[config.mk]
export PLATFORM = sky130hd
export DESIGN_NAME = adbd_ctrl
export DESIGN_NICKNAME = d
export VERILOG_FILES = /design/src/rtl/adbd_pkg.sv /design/src/rtl/adbd_ctrl.sv /design/src/rtl/adbd_hit_decode.sv
export SDC_FILE = /design/constraint.sdc
export NUM_CORES = 1
export LEC_CHECK = 0
export BUFFER_PORTS_ARGS = -buffer_cell sky130_fd_sc_hd__buf_2
export CAP_MARGIN = 15
export CORE_AREA = 2 2 179 181
export DETAILED_ROUTE_END_ITERATION = 12
export DIE_AREA = 0 0 181 183
export GPL_TIMING_DRIVEN = 0
export PLACE_DENSITY_LB_ADDON = 0.15
export RECOVER_POWER = 100
export SYNTH_ARGS = -nofsm -noshare
export SYNTH_HDL_FRONTEND = slang
export SYNTH_SLANG_ARGS = --single-unit
[constraint.sdc]
create_clock -name clk -period 3.2 [get_ports clk]
set_input_delay 0.64 -clock clk [delete_from_list [all_inputs] [get_ports clk]]
set_output_delay 0.64 -clock clk [all_outputs]
set_load 0.01 [all_outputs]
[src/rtl/adbd_pkg.sv]
// Constants, field layouts and state codes for the two-block asynchronous DRAM decode and timing block.
// Assumes a single 40 MHz clock and a simple strobed register port with one-cycle read latency.
//
// Function
// [RULE_01] Block layouts valid only in asynchronous mode
// [RULE_02] Row and column strobes change on falling edge
// [RULE_03] Compare origin bits 31..18 with address
// [RULE_04] Hit when all match or mismatches ignored
// [RULE_05] Ignore bit one drops address bit from decode
// [RULE_06] Software keeps block regions from overlapping
// [RULE_07] Upkeep bit 15 enables refresh per block
// [RULE_08] Upkeep bit reads zero after reset
// [RULE_09] Column strobe width one to four clocks
// [RULE_10] Row precharge one to four clocks
// [RULE_11] Skew bit negates row one clock early
// [RULE_12] Skew ignored for one-clock column strobe
// [RULE_13] Skew not applied to page continuation beats
// [RULE_14] Row to column delay one or two clocks
// [RULE_15] Bit 6 enables extended data out timing
// [RULE_16] Software enables extended data only if supported
// [RULE_17] Port width code 00=32, 01=8, 1x=16
// [RULE_18] Split wide transfers into narrower memory beats
// [RULE_19] Page style 00 none, 01 burst, 11 continuous
// [RULE_20] Software writes zero to reserved bits
// [RULE_21] Blocks independent; double miss not handled
package adbd_pkg;

	// ----------------------------------------
	// Register offsets
	// ----------------------------------------
	localparam logic [7:0] ADBD_OFS_CTRL0 = 8'h00;
	localparam logic [7:0] ADBD_OFS_CTRL1 = 8'h04;
	localparam logic [7:0] ADBD_OFS_MASK0 = 8'h08;
	localparam logic [7:0] ADBD_OFS_MASK1 = 8'h0C;
	localparam logic [7:0] ADBD_OFS_MODE = 8'h10;
	localparam logic [7:0] ADBD_OFS_STATUS = 8'h14;

	// ----------------------------------------
	// Block control register fields
	// ----------------------------------------
	localparam int ADBD_ORIGIN_LSB = 18;
	localparam int ADBD_ORIGIN_W = 14;
	localparam int ADBD_UPKEEP_BIT = 15;
	localparam int ADBD_CASW_LSB = 12;
	localparam int ADBD_PRECH_LSB = 10;
	localparam int ADBD_SKEW_BIT = 9;
	localparam int ADBD_RCD_BIT = 8;
	localparam int ADBD_EDO_BIT = 6;
	localparam int ADBD_PSIZE_LSB = 4;
	localparam int ADBD_PAGE_LSB = 2;
	localparam logic [31:0] ADBD_CTRL_WMASK = 32'hFFFC_BF7C;
	localparam logic [31:0] ADBD_CTRL_RESET = 32'h0000_0000;
	localparam logic [31:0] ADBD_MASK_RESET = 32'h0000_0000;
	localparam int ADBD_SYNC_BIT = 0;

	// ----------------------------------------
	// Encodings
	// ----------------------------------------
	localparam logic [1:0] ADBD_PS_32 = 2'b00;
	localparam logic [1:0] ADBD_PS_8 = 2'b01;
	localparam logic [1:0] ADBD_PM_BURST = 2'b01;
	localparam logic [1:0] ADBD_PM_CONT = 2'b11;
	localparam logic [1:0] ADBD_SZ_LONG = 2'b00;
	localparam logic [1:0] ADBD_SZ_BYTE = 2'b01;
	localparam logic [1:0] ADBD_SZ_WORD = 2'b10;
	localparam logic [1:0] ADBD_SZ_LINE = 2'b11;

	// ----------------------------------------
	// Timing counts
	// ----------------------------------------
	localparam int ADBD_REFRESH_CYCLES = 625;
	localparam logic [1:0] ADBD_REF_RAS_CLKS = 2'h1;
	localparam logic [1:0] ADBD_REF_PRE_CLKS = 2'h1;

	typedef enum logic [2:0] {
		ADBD_IDLE = 3'b000,
		ADBD_ROW = 3'b001,
		ADBD_COL = 3'b011,
		ADBD_SKEW = 3'b010,
		ADBD_PRE = 3'b110,
		ADBD_RCAS = 3'b111,
		ADBD_RRAS = 3'b101,
		ADBD_RPRE = 3'b100
	} adbd_state_t;

endpackage

[src/rtl/adbd_ctrl.sv]
// Two-block asynchronous DRAM controller with per-block decode and strobe timing.
// Assumes a same-clock access requester and a register master with one-cycle read data.
//
// Chosen here: the address map and the plain strobed port.
module adbd_ctrl import adbd_pkg::*; #(
	parameter int REFRESH_CYCLES = ADBD_REFRESH_CYCLES
) (
	// Clock and reset
	input wire logic clk,
	input wire logic rst_n,
	// Register port
	input wire logic [7:0] reg_addr,
	input wire logic [31:0] reg_wdata,
	input wire logic reg_wr,
	input wire logic reg_rd,
	output logic [31:0] reg_rdata,
	// Access request
	input wire logic acc_req,
	input wire logic [31:0] acc_addr,
	input wire logic [1:0] acc_size,
	input wire logic acc_write,
	output logic acc_ready,
	output logic acc_ack,
	output logic acc_done,
	output logic acc_miss,
	// Memory strobes, active low
	output logic [1:0] ras_n,
	output logic [3:0] cas_n,
	output logic dramw_n
);

	// Refuses refresh intervals below 16 or above 65535 clocks for the 16-bit timer.
	if (REFRESH_CYCLES < 16 || REFRESH_CYCLES > 65535) begin : g_bad_refresh
		$error("REFRESH_CYCLES out of range");
	end

	// ----------------------------------------
	// Helper functions
	// ----------------------------------------
	// [RULE_17] [RULE_18] Beats per access from size and port width.
	function automatic logic [4:0] beat_count(input logic [1:0] size, input logic [1:0] ps);
		logic [4:0] bytes;
		bytes = 5'd4;
		unique case (size)
			ADBD_SZ_BYTE: bytes = 5'd1;
			ADBD_SZ_WORD: bytes = 5'd2;
			ADBD_SZ_LINE: bytes = 5'd16;
			default: bytes = 5'd4;
		endcase
		if (ps == ADBD_PS_32) begin
			beat_count = (bytes > 5'd4) ? (bytes >> 2) : 5'd1;
		end else if (ps == ADBD_PS_8) begin
			beat_count = bytes;
		end else begin
			beat_count = (bytes > 5'd2) ? (bytes >> 1) : 5'd1;
		end
	endfunction

	// [RULE_17] Column strobe lanes; lane 0 is the most significant byte.
	function automatic logic [3:0] cas_lanes(input logic [1:0] size, input logic [1:0] ps, input logic [1:0] a);
		logic [3:0] lanes;
		lanes = 4'h1;
		if (ps == ADBD_PS_32) begin
			unique case (size)
				ADBD_SZ_BYTE: lanes = 4'(4'h1 << a);
				ADBD_SZ_WORD: lanes = a[1] ? 4'hC : 4'h3;
				default: lanes = 4'hF;
			endcase
		end else if (ps != ADBD_PS_8) begin
			if (size == ADBD_SZ_BYTE) begin
				lanes = a[0] ? 4'h2 : 4'h1;
			end else begin
				lanes = 4'h3;
			end
		end
		cas_lanes = lanes;
	endfunction

	// ----------------------------------------
	// Registers
	// ----------------------------------------
	logic [31:0] ctrl_reg [2];
	logic [ADBD_ORIGIN_W-1:0] mask_reg [2];
	logic sync_mode_reg;
	logic [31:0] rdata_reg;
	logic [31:0] rdata_next;
	adbd_state_t state_reg;
	adbd_state_t state_next;
	logic [1:0] cnt_reg;
	logic [1:0] cnt_next;
	logic [4:0] beats_reg;
	logic [4:0] beats_next;
	logic blk_reg;
	logic page_reg;
	logic [3:0] lanes_reg;
	logic write_reg;
	logic req_pend_reg;
	logic [31:0] req_addr_reg;
	logic [1:0] req_size_reg;
	logic req_write_reg;
	logic [15:0] ref_timer_reg;
	logic ref_pend_reg;
	logic [1:0] ref_blk_reg;
	logic ack_reg;
	logic edo_ack_reg;
	logic done_reg;
	logic miss_reg;
	logic ready_reg;
	logic [1:0] ras_n_reg;
	logic [3:0] cas_n_reg;
	logic dramw_n_reg;
	logic [1:0] ras_n_next;
	logic [3:0] cas_n_next;
	logic [1:0] hit;
	logic [1:0] upkeep;
	logic take;
	logic start_ref;
	logic beat_end;
	logic last_beat;
	logic [31:0] cur_ctrl;
	logic [1:0] cur_casw;
	logic [1:0] cur_prech;
	logic cur_skew;
	logic cur_rcd;
	logic cur_edo;
	logic [1:0] sel_ps;
	logic [1:0] sel_pm;
	logic sel_blk;

	// ----------------------------------------
	// Register port
	// ----------------------------------------
	always_ff @(posedge clk) begin
		if (!rst_n) begin
			// [RULE_08] Upkeep bit clear after reset.
			ctrl_reg[0] <= ADBD_CTRL_RESET;
			ctrl_reg[1] <= ADBD_CTRL_RESET;
		end else if (reg_wr && reg_addr == ADBD_OFS_CTRL0) begin
			ctrl_reg[0] <= reg_wdata & ADBD_CTRL_WMASK;
		end else if (reg_wr && reg_addr == ADBD_OFS_CTRL1) begin
			ctrl_reg[1] <= reg_wdata & ADBD_CTRL_WMASK;
		end
	end

	always_ff @(posedge clk) begin
		if (!rst_n) begin
			mask_reg[0] <= ADBD_MASK_RESET[ADBD_ORIGIN_LSB +: ADBD_ORIGIN_W];
			mask_reg[1] <= ADBD_MASK_RESET[ADBD_ORIGIN_LSB +: ADBD_ORIGIN_W];
		end else if (reg_wr && reg_addr == ADBD_OFS_MASK0) begin
			mask_reg[0] <= reg_wdata[ADBD_ORIGIN_LSB +: ADBD_ORIGIN_W];
		end else if (reg_wr && reg_addr == ADBD_OFS_MASK1) begin
			mask_reg[1] <= reg_wdata[ADBD_ORIGIN_LSB +: ADBD_ORIGIN_W];
		end
	end

	always_ff @(posedge clk) begin
		if (!rst_n) begin
			sync_mode_reg <= 1'b0;
		end else if (reg_wr && reg_addr == ADBD_OFS_MODE) begin
			sync_mode_reg <= reg_wdata[ADBD_SYNC_BIT];
		end
	end

	always_comb begin
		rdata_next = 32'h0000_0000;
		if (reg_rd) begin
			unique case (reg_addr)
				ADBD_OFS_CTRL0: rdata_next = ctrl_reg[0];
				ADBD_OFS_CTRL1: rdata_next = ctrl_reg[1];
				ADBD_OFS_MASK0: rdata_next = {mask_reg[0], 18'h0_0000};
				ADBD_OFS_MASK1: rdata_next = {mask_reg[1], 18'h0_0000};
				ADBD_OFS_MODE: rdata_next = {31'h0000_0000, sync_mode_reg};
				ADBD_OFS_STATUS: rdata_next = {16'h0000, ref_blk_reg, ref_pend_reg, blk_reg,
					beats_reg, state_reg, 4'h0};
				default: rdata_next = 32'h0000_0000;
			endcase
		end
	end

	always_ff @(posedge clk) begin
		if (!rst_n) begin
			rdata_reg <= 32'h0000_0000;
		end else begin
			rdata_reg <= rdata_next;
		end
	end

	// ----------------------------------------
	// Decode
	// ----------------------------------------
	genvar gi;
	generate
		for (gi = 0; gi < 2; gi++) begin : g_dec
			// [RULE_21] One independent decoder per block.
			adbd_hit_decode u_dec (
				.addr_hi(req_addr_reg[ADBD_ORIGIN_LSB +: ADBD_ORIGIN_W]),
				.region_origin_bits(ctrl_reg[gi][ADBD_ORIGIN_LSB +: ADBD_ORIGIN_W]),
				.region_origin_ignore_bits(mask_reg[gi]),
				.hit(hit[gi])
			);
			// [RULE_07] Per-block refresh enable.
			assign upkeep[gi] = ctrl_reg[gi][ADBD_UPKEEP_BIT];
		end
	endgenerate

	// Block 0 is taken when both hit; overlapping regions are a software fault.
	assign sel_blk = ~hit[0];
	assign sel_ps = ctrl_reg[sel_blk][ADBD_PSIZE_LSB +: 2];
	assign sel_pm = ctrl_reg[sel_blk][ADBD_PAGE_LSB +: 2];
	assign cur_ctrl = ctrl_reg[blk_reg];
	assign cur_casw = cur_ctrl[ADBD_CASW_LSB +: 2];
	assign cur_prech = cur_ctrl[ADBD_PRECH_LSB +: 2];
	assign cur_skew = cur_ctrl[ADBD_SKEW_BIT];
	assign cur_rcd = cur_ctrl[ADBD_RCD_BIT];
	assign cur_edo = cur_ctrl[ADBD_EDO_BIT];

	// [RULE_01] Sequencer serves only in asynchronous mode.
	assign take = (state_reg == ADBD_IDLE) && req_pend_reg && !ref_pend_reg && !sync_mode_reg;
	assign start_ref = (state_reg == ADBD_IDLE) && ref_pend_reg;
	assign beat_end = (state_reg == ADBD_COL) && (cnt_reg == 2'h0);
	assign last_beat = (beats_reg == 5'd1);

	// ----------------------------------------
	// Access request capture
	// ----------------------------------------
	always_ff @(posedge clk) begin
		if (!rst_n) begin
			req_pend_reg <= 1'b0;
			req_addr_reg <= 32'h0000_0000;
			req_size_reg <= 2'h0;
			req_write_reg <= 1'b0;
		end else if (acc_req && ready_reg) begin
			req_pend_reg <= 1'b1;
			req_addr_reg <= acc_addr;
			req_size_reg <= acc_size;
			req_write_reg <= acc_write;
		end else if (take || (req_pend_reg && sync_mode_reg && state_reg == ADBD_IDLE)) begin
			req_pend_reg <= 1'b0;
		end
	end

	always_ff @(posedge clk) begin
		if (!rst_n) begin
			ready_reg <= 1'b0;
		end else begin
			ready_reg <= (state_next == ADBD_IDLE) && !req_pend_reg && !(acc_req && ready_reg);
		end
	end

	// ----------------------------------------
	// Refresh timer
	// ----------------------------------------
	always_ff @(posedge clk) begin
		if (!rst_n) begin
			ref_timer_reg <= 16'h0000;
			ref_pend_reg <= 1'b0;
			ref_blk_reg <= 2'h0;
		end else begin
			if (ref_timer_reg == 16'(REFRESH_CYCLES - 1)) begin
				ref_timer_reg <= 16'h0000;
			end else begin
				ref_timer_reg <= ref_timer_reg + 16'h0001;
			end
			// [RULE_07] Refresh only blocks with upkeep enabled; set wins over clear.
			if (ref_timer_reg == 16'(REFRESH_CYCLES - 1) && |upkeep && !sync_mode_reg) begin
				ref_pend_reg <= 1'b1;
			end else if (start_ref) begin
				ref_pend_reg <= 1'b0;
			end
			if (start_ref) begin
				ref_blk_reg <= upkeep;
			end
		end
	end

	// ----------------------------------------
	// Strobe sequencer
	// ----------------------------------------
	always_comb begin
		state_next = state_reg;
		cnt_next = cnt_reg;
		beats_next = beats_reg;
		unique case (state_reg)
			ADBD_IDLE: begin
				if (start_ref) begin
					state_next = ADBD_RCAS;
					cnt_next = 2'h0;
				end else if (take && |hit) begin
					state_next = ADBD_ROW;
					// [RULE_14] Row to column delay.
					cnt_next = ctrl_reg[sel_blk][ADBD_RCD_BIT] ? 2'h1 : 2'h0;
					// [RULE_18] Split into port-width beats.
					beats_next = beat_count(req_size_reg, sel_ps);
				end
			end
			ADBD_ROW: begin
				if (cnt_reg == 2'h0) begin
					state_next = ADBD_COL;
					// [RULE_09] Column strobe width.
					cnt_next = cur_casw;
				end else begin
					cnt_next = cnt_reg - 2'h1;
				end
			end
			ADBD_COL: begin
				if (cnt_reg != 2'h0) begin
					cnt_next = cnt_reg - 2'h1;
				end else if (!last_beat && page_reg) begin
					// [RULE_13] Page beat keeps row open with no skew.
					state_next = ADBD_ROW;
					cnt_next = 2'h0;
					beats_next = beats_reg - 5'd1;
				end else if (cur_skew && cur_casw != 2'h0) begin
					// [RULE_11] [RULE_12] Row negates one clock early.
					state_next = ADBD_SKEW;
					beats_next = beats_reg - 5'd1;
				end else begin
					// [RULE_10] Row precharge.
					state_next = ADBD_PRE;
					cnt_next = cur_prech;
					beats_next = beats_reg - 5'd1;
				end
			end
			ADBD_SKEW: begin
				state_next = ADBD_PRE;
				cnt_next = cur_prech;
			end
			ADBD_PRE: begin
				if (cnt_reg != 2'h0) begin
					cnt_next = cnt_reg - 2'h1;
				end else if (beats_reg != 5'd0) begin
					state_next = ADBD_ROW;
					cnt_next = cur_rcd ? 2'h1 : 2'h0;
				end else begin
					state_next = ADBD_IDLE;
				end
			end
			ADBD_RCAS: begin
				state_next = ADBD_RRAS;
				cnt_next = ADBD_REF_RAS_CLKS;
			end
			ADBD_RRAS: begin
				if (cnt_reg == 2'h0) begin
					state_next = ADBD_RPRE;
					cnt_next = ADBD_REF_PRE_CLKS;
				end else begin
					cnt_next = cnt_reg - 2'h1;
				end
			end
			ADBD_RPRE: begin
				if (cnt_reg == 2'h0) begin
					state_next = ADBD_IDLE;
				end else begin
					cnt_next = cnt_reg - 2'h1;
				end
			end
		endcase
	end

	always_ff @(posedge clk) begin
		if (!rst_n) begin
			state_reg <= ADBD_IDLE;
			cnt_reg <= 2'h0;
			beats_reg <= 5'd0;
		end else begin
			state_reg <= state_next;
			cnt_reg <= cnt_next;
			beats_reg <= beats_next;
		end
	end

	always_ff @(posedge clk) begin
		if (!rst_n) begin
			blk_reg <= 1'b0;
			page_reg <= 1'b0;
			lanes_reg <= 4'h0;
			write_reg <= 1'b0;
		end else if (take && |hit) begin
			blk_reg <= sel_blk;
			// [RULE_19] Burst page only for line bursts; continuous for any split.
			page_reg <= (sel_pm == ADBD_PM_BURST && req_size_reg == ADBD_SZ_LINE) || (sel_pm == ADBD_PM_CONT);
			lanes_reg <= cas_lanes(req_size_reg, sel_ps, req_addr_reg[1:0]);
			write_reg <= req_write_reg;
		end
	end

	// ----------------------------------------
	// Termination
	// ----------------------------------------
	always_ff @(posedge clk) begin
		if (!rst_n) begin
			ack_reg <= 1'b0;
			edo_ack_reg <= 1'b0;
			done_reg <= 1'b0;
			miss_reg <= 1'b0;
		end else begin
			// [RULE_15] Extended data out acknowledges one clock after column end.
			edo_ack_reg <= beat_end && cur_edo;
			ack_reg <= (beat_end && !cur_edo) || edo_ack_reg;
			done_reg <= (state_reg == ADBD_PRE) && (cnt_reg == 2'h0) && (beats_reg == 5'd0);
			// [RULE_21] A cycle hitting neither block is refused.
			miss_reg <= (take && !(|hit)) || (req_pend_reg && sync_mode_reg && state_reg == ADBD_IDLE);
		end
	end

	// ----------------------------------------
	// Strobe outputs
	// ----------------------------------------
	always_comb begin
		ras_n_next = 2'b11;
		cas_n_next = 4'hF;
		unique case (state_reg)
			ADBD_ROW: ras_n_next[blk_reg] = 1'b0;
			ADBD_COL: begin
				ras_n_next[blk_reg] = 1'b0;
				cas_n_next = ~lanes_reg;
			end
			ADBD_SKEW: cas_n_next = ~lanes_reg;
			ADBD_RCAS: cas_n_next = 4'h0;
			ADBD_RRAS: begin
				cas_n_next = 4'h0;
				ras_n_next = ~ref_blk_reg;
			end
			default: ras_n_next = 2'b11;
		endcase
	end

	// [RULE_02] Strobes launched on the falling clock edge.
	always_ff @(negedge clk) begin
		if (!rst_n) begin
			ras_n_reg <= 2'b11;
			cas_n_reg <= 4'hF;
			dramw_n_reg <= 1'b1;
		end else begin
			ras_n_reg <= ras_n_next;
			cas_n_reg <= cas_n_next;
			dramw_n_reg <= !(write_reg && (state_reg == ADBD_ROW || state_reg == ADBD_COL ||
				state_reg == ADBD_SKEW));
		end
	end

	assign reg_rdata = rdata_reg;
	assign acc_ready = ready_reg;
	assign acc_ack = ack_reg;
	assign acc_done = done_reg;
	assign acc_miss = miss_reg;
	assign ras_n = ras_n_reg;
	assign cas_n = cas_n_reg;
	assign dramw_n = dramw_n_reg;

endmodule

[src/rtl/adbd_hit_decode.sv]
// Address compare for one memory block.
// Assumes the address and the register fields are stable in the cycle of use.
module adbd_hit_decode import adbd_pkg::*; (
	// Address of the current cycle
	input wire logic [ADBD_ORIGIN_W-1:0] addr_hi,
	// Block settings
	input wire logic [ADBD_ORIGIN_W-1:0] region_origin_bits,
	input wire logic [ADBD_ORIGIN_W-1:0] region_origin_ignore_bits,
	// Result
	output logic hit
);

	// [RULE_03] [RULE_04] [RULE_05] Masked bitwise compare.
	always_comb begin
		hit = &((~(addr_hi ^ region_origin_bits)) | region_origin_ignore_bits);
	end

endmodule

==> key figures <==
Cells and area
  – Commonest non-fill, non-tap cell in the layout: dfxtp_1
  – Util after Layout: 0.298
  – Ant diodes: 0
  – Layout area overhead: 20.2%
  – Nets@finish: 942
  – Commonest cells after routing, fill and taps aside: dfxtp_1, edfxtp_1, nand2_1
  – Share of cells above drive strength 1: 0.134
  – Largest register FFs: 52
  – Non-Filler Instances: 1,265

Route
  – Initial drt markers: 446
  – Vias per cell: 4.66
  – DRC: 0
  – Met3 wire len: 1180 µm
  – Wl on met1: 11,200 µm
  – Vias after detailed routing: 5,893
  – Final wirelength: 24,400 µm
  – Drt wl/cell: 19.3 µm
  – WL met2: 11,700 µm
  – Max Used Layer: met4
  – Post-DRT Antenna Nets: 0
  – TritonRoute pass-1 iters: 8

Synthesis
  – Post-synthesis mux area share: 0.0173
  – Synth Area per Inst: 10.6 µm²
  – Ys Warns: 0
  – Post-synth ARST share: 0
  – Post-synthesis compound-gate area fraction: 0.147
  – Post-synth EDFFs: 80
  – Post-synthesis sequential area ratio: 0.566
  – Primary FF master, synth: dfxtp_1
  – Yosys cell types: 59
  – Synth Area in XOR/XNOR: 0.0487
  – FF+latch count, synth: 179
  – Post-Syn Area: 7740 µm²
  – Synth Instances: 727
  – Largest family of logic cells by synthesized area: simple AND/OR/NAND/NOR gates
  – Post-Synth Simple-Gate Area: 0.169
  – Synth Area in Adders: 0.0194

Place
  – Total placed cells including tap cells: 1,228
  – Port bufs: 97
  – Placer Congestion: 0.809
  – Post-DP HPWL: 17,600 µm

CTS
  – CTS tree: yes
  – Clk pin slew, worst setup/hold paths: 70 ps
  – CTS max path bufs: 2
  – H-tree Lvls: 4
  – Root Driver: clkbuf_16
  – CTS sink cnt: 179
  – Skew-Pair Late Insertion Delay: 450 ps
  – CTS Buf Count: 17

Setup path
  – Worst Path Arrival: 2500 ps
  – Crit-path slowest cell: dfxtp_1
  – Crit-path cells: clkbuf_1
  – Crit path capture type: primary output
  – CP bufs+invs: 1
  – Cell family with most CP delay: flip-flops
  – Critical path class: flop to primary output
  – R2R setup slack: 140 ps
  – Critical Path RT: 2560 ps
  – Startpoint Class: flop
  – Worst-path maximum fanout: 1
  – Slowest stage delay, CP: 300 ps

STA
  – Worst slew pin tran: 983 ps
  – Clk_skew: 24.4 ps
  – Hold Vio Cnt, Final: 0
  – TNS Setup: 0 ps
  – RSZ-0062 raised after global routing: no
  – Final Max Tran Viols: 0
  – # setup viols final: 0
  – Slew headroom: 0.339

Floorplanning
  – Die width: 181 µm
  – Io pins: 123
  – Initial Utilization: 0.248
  – Row count: 65
  – DIE AREA: 33,100 µm²
  – Core outline area: 31,200 µm²
  – Die Ht: 183 µm

Global routing
  – Largest net degree at the start of global routing: 27
  – Vias in the first global route: 5,886
  – First-pass GRT wire length: 36,500 µm
  – Total track usage: 0.150
  – Antenna violations before repair: 0
  – Total grt overflow: 0

Hold path
  – Hold Path Class: input port to flop

Run status
  – Outcome: completed

Power and ir drop
  – Leakage Power: 0.00313 µW
  – Worst vdd ir: 0.335 mV
  – PwrDens: 603 nW/µm²

Flow run
  – Max_cap viols: 0
through the flow:
stage	setup WS (ps)	cell area (µm²)	hold WS (ps)	total power (µW)
2_1_floorplan	217	7750	434	3190
3_3_place_gp	-1130	8740	459	3510
3_5_place_dp	-650	8740	466	3500
4_1_cts	20.2	9380	436	5690
5_1_grt	13.9	9300	448	5860
6_report	58.9	9300	447	5610
cell families (layout without fill, tap and decap cells):
| kind of cell | Yosys count | in the layout |
|---|---|---|
| compound gates | 162 | 162 |
| xor+xnor | 43 | 43 |
| fa+ha+maj | 12 | 12 |
| buf+inv | 57 | 191 |
| flops | 179 | 179 |
| mux | 13 | 13 |
| other cells | 1 | 3 |
| simple gates | 260 | 260 |
layer usage:
metal,up-vias,track usage
met1,2838,0.196
met2,178,0.254
li1,2853,-
met4,0,0.0439
met3,24,0.0256
met5,-,0
synth_stat cells, drive strengths merged, types with 4 or more instances:
cell | instances | area share
a22o | 4 | 0.0045
mux2i | 10 | 0.013
dfxtp | 99 | 0.26
nand2b | 8 | 0.0065
clkbuf | 31 | 0.015
nor2 | 59 | 0.029
nor3 | 7 | 0.0045
edfxtp | 80 | 0.31
ha | 12 | 0.019
nor2b | 11 | 0.0089
nand2 | 80 | 0.039
nor4 | 9 | 0.011
a21oi | 30 | 0.020
inv | 16 | 0.0078
a21o | 4 | 0.0039
a21boi | 26 | 0.025
nand3 | 21 | 0.014
xor2 | 9 | 0.010
a22oi | 31 | 0.030
nand4 | 5 | 0.0040
a222oi | 10 | 0.013
o22ai | 16 | 0.013
or3 | 5 | 0.0040
buf | 10 | 0.0087
and2 | 42 | 0.034
and3 | 6 | 0.0048
o21ai | 15 | 0.0097
xnor2 | 34 | 0.038
area by class of cell:
| class | count | area (µm²) |
|---|---|---|
| clock buffers | 22 | 475 |
| fillers | 3315 | 21900 |
| well taps | 402 | 503 |
| multi-input cells | 493 | 3130 |
| repair buffers | 97 | 443 |
| plain buffers | 40 | 169 |
| clock inverters | 17 | 144 |
| inverters | 15 | 56.3 |
| flip-flops and latches | 179 | 4380 |
final timing paths:
check               startpoint                to  cells after the start
setup / recovery      cas_n[2]          cas_n[2]                      1
hold / removal    acc_addr[23]  req_addr_reg[23]                      3
setup reg to reg  state_reg[0]          cas_n[2]                      4
hold reg to reg   lanes_reg[0]      lanes_reg[0]                      2
report_power, final:
group | switching [µW] | total, µW | internal, µW
clock network | 973 | 2210 | 1240
registers | 112 | 2620 | 2510
logic | 498 | 783 | 285
timing repair:
action / 4_1_cts / 5_1_grt
hold buffers: 0 / 0
buffers inserted: 0 / 0
pin swaps: 0 / 0
resized for setup: 8 / 6
setup endpoints to repair: 93 / 42
worst min-delay path, delay by kind of cell:
family / cells / cell delay (ps)
and+or+nand+nor: 1 / 40
buffers and inverters: 1 / 90
AOI/OAI and AO/OA: 1 / 60
Power figures use the tool's default switching activity.
